===== config.mk =====
export PLATFORM = sky130hd
export DESIGN_NAME = reset_distribution_and_boot_select
export DESIGN_NICKNAME = d
export VERILOG_FILES = /design/src/reset_distribution_and_boot_select.v
export VERILOG_INCLUDE_DIRS = /design/src
export SDC_FILE = /design/constraint.sdc
export NUM_CORES = 1
export LEC_CHECK = 0
export BUFFER_PORTS_ARGS = -buffer_cell sky130_fd_sc_hd__buf_4
export CAP_MARGIN = 20
export CORE_ASPECT_RATIO = 1.5
export CORE_MARGIN = 3
export CORE_UTILIZATION = 30
export CTS_CLUSTER_DIAMETER = 80
export CTS_CLUSTER_SIZE = 16
export DETAILED_ROUTE_END_ITERATION = 8
export SETUP_SLACK_MARGIN = 0.02
export SLEW_MARGIN = 20
export SYNTH_ARGS = -nofsm -noshare
export SYNTH_HDL_FRONTEND = slang
export SYNTH_SLANG_ARGS = --single-unit

===== constraint.sdc =====
create_clock -name clock_i -period 5.1 [get_ports clock_i]
set_clock_uncertainty 0.05 [all_clocks]
set_input_delay 0.51 -clock clock_i [delete_from_list [all_inputs] [get_ports clock_i]]
set_output_delay 0.51 -clock clock_i [all_outputs]
set_load 0.005 [all_outputs]

===== src/rst_dist_regs.vh =====
`ifndef RST_DIST_REGS_VH
`define RST_DIST_REGS_VH

// register byte offsets
`define RD_CTRL_OFS 12'h000
`define RD_STAT_OFS 12'h004
`define RD_CAUSE_OFS 12'h008
`define RD_BOOT_OFS 12'h00c

// reset source indices
`define SRC_LOWV 0
`define SRC_PIN 1
`define SRC_WDT 2
`define SRC_CLKLOSS 3
`define SRC_LOCKLOSS 4
`define SRC_SACK 5
`define SRC_SOFT 6
`define SRC_LOCKUP 7
`define SRC_DAP 8
`define SRC_DBG 9
`define NUM_SRC 10

// control register fields
`define CTRL_SWRST_BIT 0
`define CTRL_DAPRST_BIT 1
`define CTRL_DBGRST_BIT 2

// boot selections and vector bases
`define BOOT_FLASH 1'b0
`define BOOT_ROM 1'b1
`define FLASH_BASE 32'h0000_0000
`define ROM_BASE 32'h1c00_0000

// module reset line indices
`define M_PMU 0
`define M_SIU 1
`define M_PMODE 2
`define M_RCU 3
`define M_PIN 4
`define M_WDG 5
`define M_CLKGEN 6
`define M_RTC 7
`define M_LPT 8
`define M_OTH 9
`define NUM_MOD 10

// reset stretch counter reload in cycles; a requested reset pulse lasts one cycle more
`define RST_HOLD_CYC 4'h8

`endif

===== src/reset_distribution_and_boot_select.v =====
// Function
// - a source marked as affecting a module resets all of it except kept parts.
// - a source marked as not affecting a module leaves it untouched.
// - pin, watchdog, software, lockup reset all but clock and timer; pin negated.
// - clock loss and lock loss act as system resets, sparing clock and timer.
// - stop acknowledge error is a system reset sparing clock and timer.
// - debug port system reset and debug reset spare clock and timer too.
// - boot comes from internal flash or boot rom only.
// - blank device boots from rom and maps vectors to rom base.
// - programmed device maps vectors to flash base.
`timescale 1ns/1ps
`include "rst_dist_regs.vh"

module reset_distribution_and_boot_select (
    // clock and power-on reset
    input wire clock_i,
    input wire nrst_i,
    // reset requests from monitors and pin
    input wire low_voltage_reset_i,
    input wire ext_reset_pin_n_i,
    input wire watchdog_reset_i,
    input wire clock_loss_reset_i,
    input wire lock_loss_reset_i,
    input wire stop_ack_error_reset_i,
    input wire lockup_reset_i,
    input wire debug_sys_reset_i,
    input wire debug_reset_i,
    // boot strap
    input wire flash_blank_i,
    // apb slave
    input wire psel_i,
    input wire penable_i,
    input wire pwrite_i,
    input wire [11:0] paddr_i,
    input wire [31:0] pwdata_i,
    output reg [31:0] prdata_o,
    output reg pready_o,
    output reg pslverr_o,
    // module reset lines, active high
    output reg [`NUM_MOD-1:0] mod_reset_o,
    output reg [`NUM_MOD-1:0] retained_reset_o,
    output reg reset_pin_drive_o,
    // boot selection
    output reg boot_source_o,
    output reg [31:0] vector_base_o
);

    // ------------------------------------------------------------
    // pin synchroniser
    // ------------------------------------------------------------
    reg [2:0] pin_sync_q;
    reg pin_req_q;
    always @(posedge clock_i or negedge nrst_i) begin
        if (!nrst_i) begin
            pin_sync_q <= 3'h7;
            pin_req_q <= 1'b0;
        end else begin
            pin_sync_q <= {pin_sync_q[1:0], ext_reset_pin_n_i};
            if (pin_sync_q[2] == pin_sync_q[1])
                pin_req_q <= ~pin_sync_q[2];
        end
    end

    // ------------------------------------------------------------
    // software control register
    // ------------------------------------------------------------
    reg [2:0] ctrl_q;
    wire wr_en = psel_i & penable_i & pwrite_i;
    wire ctrl_wr = wr_en & (paddr_i == `RD_CTRL_OFS);

    // ------------------------------------------------------------
    // source collection
    // ------------------------------------------------------------
    wire [`NUM_SRC-1:0] src_req;
    assign src_req[`SRC_LOWV] = low_voltage_reset_i;
    assign src_req[`SRC_PIN] = pin_req_q;
    assign src_req[`SRC_WDT] = watchdog_reset_i;
    assign src_req[`SRC_CLKLOSS] = clock_loss_reset_i;
    assign src_req[`SRC_LOCKLOSS] = lock_loss_reset_i;
    assign src_req[`SRC_SACK] = stop_ack_error_reset_i;
    assign src_req[`SRC_SOFT] = ctrl_q[`CTRL_SWRST_BIT];
    assign src_req[`SRC_LOCKUP] = lockup_reset_i;
    assign src_req[`SRC_DAP] = debug_sys_reset_i |
                               ctrl_q[`CTRL_DAPRST_BIT];
    assign src_req[`SRC_DBG] = debug_reset_i |
                               ctrl_q[`CTRL_DBGRST_BIT];

    wire lowv_req = src_req[`SRC_LOWV];
    // every system source other than low voltage shares one column
    wire sys_req = |src_req[`NUM_SRC-1:1];

    // ------------------------------------------------------------
    // reset stretch counter
    // ------------------------------------------------------------
    reg [3:0] hold_q;
    reg lowv_act_q;
    reg sys_act_q;
    reg [`NUM_SRC-1:0] cause_q;
    reg por_flag_q;
    wire any_req = lowv_req | sys_req;

    always @(posedge clock_i or negedge nrst_i) begin
        if (!nrst_i) begin
            hold_q <= `RST_HOLD_CYC;
            lowv_act_q <= 1'b0;
            sys_act_q <= 1'b0;
            cause_q <= {`NUM_SRC{1'b0}};
            por_flag_q <= 1'b1;
            ctrl_q <= 3'h0;
        end else begin
            if (any_req) begin
                hold_q <= `RST_HOLD_CYC;
                lowv_act_q <= lowv_act_q | lowv_req;
                sys_act_q <= sys_act_q | sys_req;
                cause_q <= src_req;
                por_flag_q <= 1'b0;
            end else if (hold_q != 4'h0) begin
                hold_q <= hold_q - 4'h1;
            end else begin
                lowv_act_q <= 1'b0;
                sys_act_q <= 1'b0;
            end
            // self-clearing request bits, dropped once a reset starts
            if (ctrl_wr)
                ctrl_q <= pwdata_i[2:0];
            else if (any_req)
                ctrl_q <= 3'h0;
        end
    end

    // ------------------------------------------------------------
    // reset matrix
    // ------------------------------------------------------------
    reg [`NUM_MOD-1:0] mod_d;
    reg [`NUM_MOD-1:0] ret_d;
    wire por_phase = por_flag_q & (hold_q != 4'h0);
    always @* begin
        mod_d = {`NUM_MOD{1'b0}};
        ret_d = {`NUM_MOD{1'b0}};
        if (por_phase) begin
            mod_d = {`NUM_MOD{1'b1}};
            ret_d = {`NUM_MOD{1'b1}};
        end else begin
            if (lowv_act_q) begin
                mod_d = {`NUM_MOD{1'b1}};
                mod_d[`M_RTC] = 1'b0;
                // only the power unit thresholds and the rtc survive low voltage
                ret_d = {`NUM_MOD{1'b1}};
                ret_d[`M_RTC] = 1'b0;
                ret_d[`M_PMU] = 1'b0;
            end
            if (sys_act_q) begin
                mod_d = mod_d | {`NUM_MOD{1'b1}};
                mod_d[`M_RTC] = 1'b0;
                mod_d[`M_LPT] = lowv_act_q;
            end
            // retained settings stay out of reset unless low voltage is active
        end
    end

    always @(posedge clock_i or negedge nrst_i) begin
        if (!nrst_i) begin
            mod_reset_o <= {`NUM_MOD{1'b1}};
            retained_reset_o <= {`NUM_MOD{1'b1}};
            reset_pin_drive_o <= 1'b1;
        end else begin
            mod_reset_o <= mod_d;
            retained_reset_o <= ret_d;
            reset_pin_drive_o <= mod_d[`M_PIN];
        end
    end

    // ------------------------------------------------------------
    // boot selection, sampled at reset release
    // ------------------------------------------------------------
    always @(posedge clock_i or negedge nrst_i) begin
        if (!nrst_i) begin
            boot_source_o <= `BOOT_ROM;
            vector_base_o <= `ROM_BASE;
        end else if (mod_d[`M_OTH]) begin
            if (flash_blank_i) begin
                boot_source_o <= `BOOT_ROM;
                vector_base_o <= `ROM_BASE;
            end else begin
                boot_source_o <= `BOOT_FLASH;
                vector_base_o <= `FLASH_BASE;
            end
        end
    end

    // ------------------------------------------------------------
    // apb read path, zero wait states
    // ------------------------------------------------------------
    reg [31:0] rd_d;
    reg err_d;
    always @* begin
        rd_d = 32'h0;
        err_d = 1'b0;
        case (paddr_i)
            `RD_CTRL_OFS: rd_d = {29'h0, ctrl_q};
            `RD_STAT_OFS: rd_d = {29'h0, por_flag_q, sys_act_q, lowv_act_q};
            `RD_CAUSE_OFS: rd_d = {22'h0, cause_q};
            `RD_BOOT_OFS: rd_d = {31'h0, boot_source_o};
            default: err_d = 1'b1;
        endcase
    end

    always @(posedge clock_i or negedge nrst_i) begin
        if (!nrst_i) begin
            prdata_o <= 32'h0;
            pready_o <= 1'b0;
            pslverr_o <= 1'b0;
        end else begin
            pready_o <= psel_i & ~penable_i;
            pslverr_o <= psel_i & ~penable_i & err_d;
            if (psel_i & ~penable_i & ~pwrite_i)
                prdata_o <= rd_d;
        end
    end

endmodule


==> impl_metrics.tcl <==
set metrics [dict create \
    post-route-min-period_ps 1871 \
    drc_errors 0 \
    clkPwrFrac 0.418 \
    core_area_mm2 0.006990 \
    grt_max_degree 41 \
    grt_usage 0.1026 \
    worst_setup_path_end_kind "flip-flop" \
    drt_iter0_drc 33 \
    ys_seq_area_frac 0.4586 \
    clk_pin_slew_ps 80 \
    synth_top_area_share 0.3515 \
    syn-cell-area_mm2 0.002207 \
    max_freq_ghz 0.5344 \
    synth_top_area_cell "dfrtp_1" \
    place_congestion 0.7625 \
    critPathKind "reg -> reg" \
    fin_setup_tns_ps 0 \
    ir_drop_uv 185.3 \
    clk_latency_ps 290 \
    yosys-top-cells-area "dfrtp_1, buf_4, dfstp_2, nand2_1, a21o_1" \
    grt_overflow 0 \
    vias 1494 \
    avgSynthCellArea_um2 10.12 \
    antenna_found_initial 0 \
    finalNetCount 327 \
    finalHoldViolations 0 \
    intPower_w 0.0005240 \
    path_cells "inv_1 > ha_1 > or3b_4 > a211oi_2 > mux2_1" \
    ctsHoldBuffers 0 \
    hp-class "in -> async" \
    wire_per_inst_um 12.30 \
    start_util 0.3157 \
    cpLargestDelayFamily "simple AND/OR/NAND/NOR gates" \
    synth_edf_count 0 \
    comb_power_share 0.085 \
    grt_pass1_vias 1358 \
    syn2layout_area_growth_pct 16.84 \
    clock_sinks 40 \
    r2r_cells 5 \
    power.switching_w 0.0001424 \
    yosysMostFrequentCell "buf_4" \
    cts_resized 0 \
    tightest_slew_ps 562.5 \
    slew_viol_final 0 \
    cts_buffers 5 \
    post_cts_buffers 0 \
    cap_violations 0 \
    die_width_um 76.04 \
    synth.ff_latch_count 40 \
    cts_max_path_buffers 2 \
    diodes 0 \
    vias_per_cell 4.104 \
    max_stage_delay_ps 430 \
    synth-async-reset-ratio 1.000 \
    tritoncts "done" \
    placementRows 37 \
    htreeDepth 2 \
    synth_cell_type_count 34 \
    drt_wl_total_um 4478 \
    switching_share 0.2137 \
    slew-limit-headroom 0.6233 \
    rsz0062_at_grt "no" \
    dr.pass1.iters 4 \
    dieArea_mm2 0.008444 \
    synth_flop_cell "dfrtp_1" \
    finalPower_w 0.0006665 \
    final_cells 364 \
    hpwl_um 3542 \
    crit_arrival_ps 2040 \
    synthCells 218 \
    grt_pass1_wl_um 6893 \
    fin_crit_sh 0.3669 \
    dp.cells 356 \
    crit_buf_inv 1 \
    cp_max_fo 6 \
    seq_power_share 0.497 \
    pwr_density_cell_mw_per_mm2 258.4 \
    r2r-end "vector_base_o[27]$_DFFE_PN1P_" \
    crit_path_top_delay_cell "or3b_4" \
    regToRegSetupSlack_ps 3230 \
    ant_nets 0 \
    drive_gt1_frac 0.3333 \
    io-pin-count 147 \
    port_buffers 66 \
    leakage_nw 1.285 \
    critPathRequiredTime_ps 5270 \
    worstSetupStartpointType "flip-flop" \
    synth_common_cells "buf_4, dfrtp_1, nand2_1" \
    yosysWarningCount 0 \
    root_buffer "clkbuf_8" \
    r2r_start "hold_q[0]$_DFFE_PN0P_" \
    die_y_um 111.1 \
    setup_viol 0 \
    status "finished, final reports clean" \
]
[placed cells by master, fill, tap and decap left out, drive strengths merged, types with 3 or more instances in the layout]
cell type / netlist / routed
nor4: 4 / 4
nand2: 25 / 25
buf: 73 / 66
nor4b: 3 / 3
clkbuf: 2 / 7
nor2: 3 / 3
o21ai: 12 / 12
nor3: 5 / 5
inv: 7 / 7
a21o: 12 / 12
dfstp: 9 / 9
and3: 3 / 3
conb: 1 / 51
nand4: 4 / 4
and2: 3 / 3
dfrtp: 31 / 31
[flip-flops by register name, summed over array words and instances, names as in the netlist]
name	flops
cause_q	10
pin_sync_q	3
ctrl_q	3
pslverr_o	1
vector_base_o	1
por_flag_q	1
pready_o	1
hold_q	4
pin_req_q	1
retained_reset_o	2
mod_reset_o	1
lowv_act_q	1
sys_act_q	1
prdata_o	10
[per-stage QoR]
step	setup WS (ps)	util	cell area, um^2	hold WS, ps
finish	3229	0.3689	2579	135.7
global route	3064	0.3689	2579	169.8
CTS	3220	0.3689	2579	152.8
detailed placement	3039	0.3508	2452	297.9
global placement	3046	0.3508	2452	297.3
floorplan	3362	-	2395	164.4
[power by group through the flow]
stage                     clock network [W]  registers, W   logic, W
after floorplan                           0      0.000336  0.0000527
after global placement                    0      0.000337  0.0000561
after detailed placement                  0      0.000337  0.0000567
after CTS                          0.000285      0.000331  0.0000569
after global routing               0.000299      0.000332  0.0000639
final                              0.000279      0.000331  0.0000568
[metal layers]
metal / global-route usage / vias up / share of wire
met3: 0.02358 / 5 / 0.075
met1: 0.1169 / 709 / 0.40
met2: 0.1825 / 80 / 0.51
li1: - / 700 / -
met4: 0.04353 / 0 / 0.018
met5: 0 / - / 0
[logic make-up after synthesis]
logic type / after synthesis / share of synthesized area
adders and majority gates: 2 / 0.01134
and+or+nand+nor: 58 / 0.1440
buffers and inverters: 82 / 0.2653
DFF: 40 / 0.4586
xor gates and xnor gates: 1 / 0.003969
muxes: 3 / 0.01984
other: 1 / 0.001699
AOI/OAI and AO/OA: 31 / 0.09524
[layout make-up]
cell class                 instances  area, um^2
fill                             708        4412
sequential                        40        1012
multi-input combinational        146       797.0
timing repair buffer              66       495.5
tap                               97       121.4
clock buffer                       7       96.34
clock inverter                     1       30.03
inverter                           7       26.28
[how the worst max path moves through the flow]
stage	cells after the start	end	startpoint
4_1_cts	5	vector_base_o[27]$_DFFE_PN1P_	hold_q[0]$_DFFE_PN0P_
5_1_grt	3	hold_q[1]$_DFFE_PN0P_	ctrl_q[1]$_DFFE_PN0P_
3_3_place_gp	4	hold_q[0]$_DFFE_PN0P_	debug_sys_reset_i
3_5_place_dp	4	hold_q[0]$_DFFE_PN0P_	debug_sys_reset_i
2_1_floorplan	5	vector_base_o[27]$_DFFE_PN1P_	hold_q[0]$_DFFE_PN0P_
6_report	5	vector_base_o[27]$_DFFE_PN1P_	hold_q[0]$_DFFE_PN0P_
[worst reg2reg max path, cell delays in order, from the launching register on]
cell	delay (ps)
dfrtp_1	400
inv_1	110
ha_1	180
or3b_4	430
a211oi_2	290
mux2_1	350
Note: power is estimated with default switching activity, not from simulation.
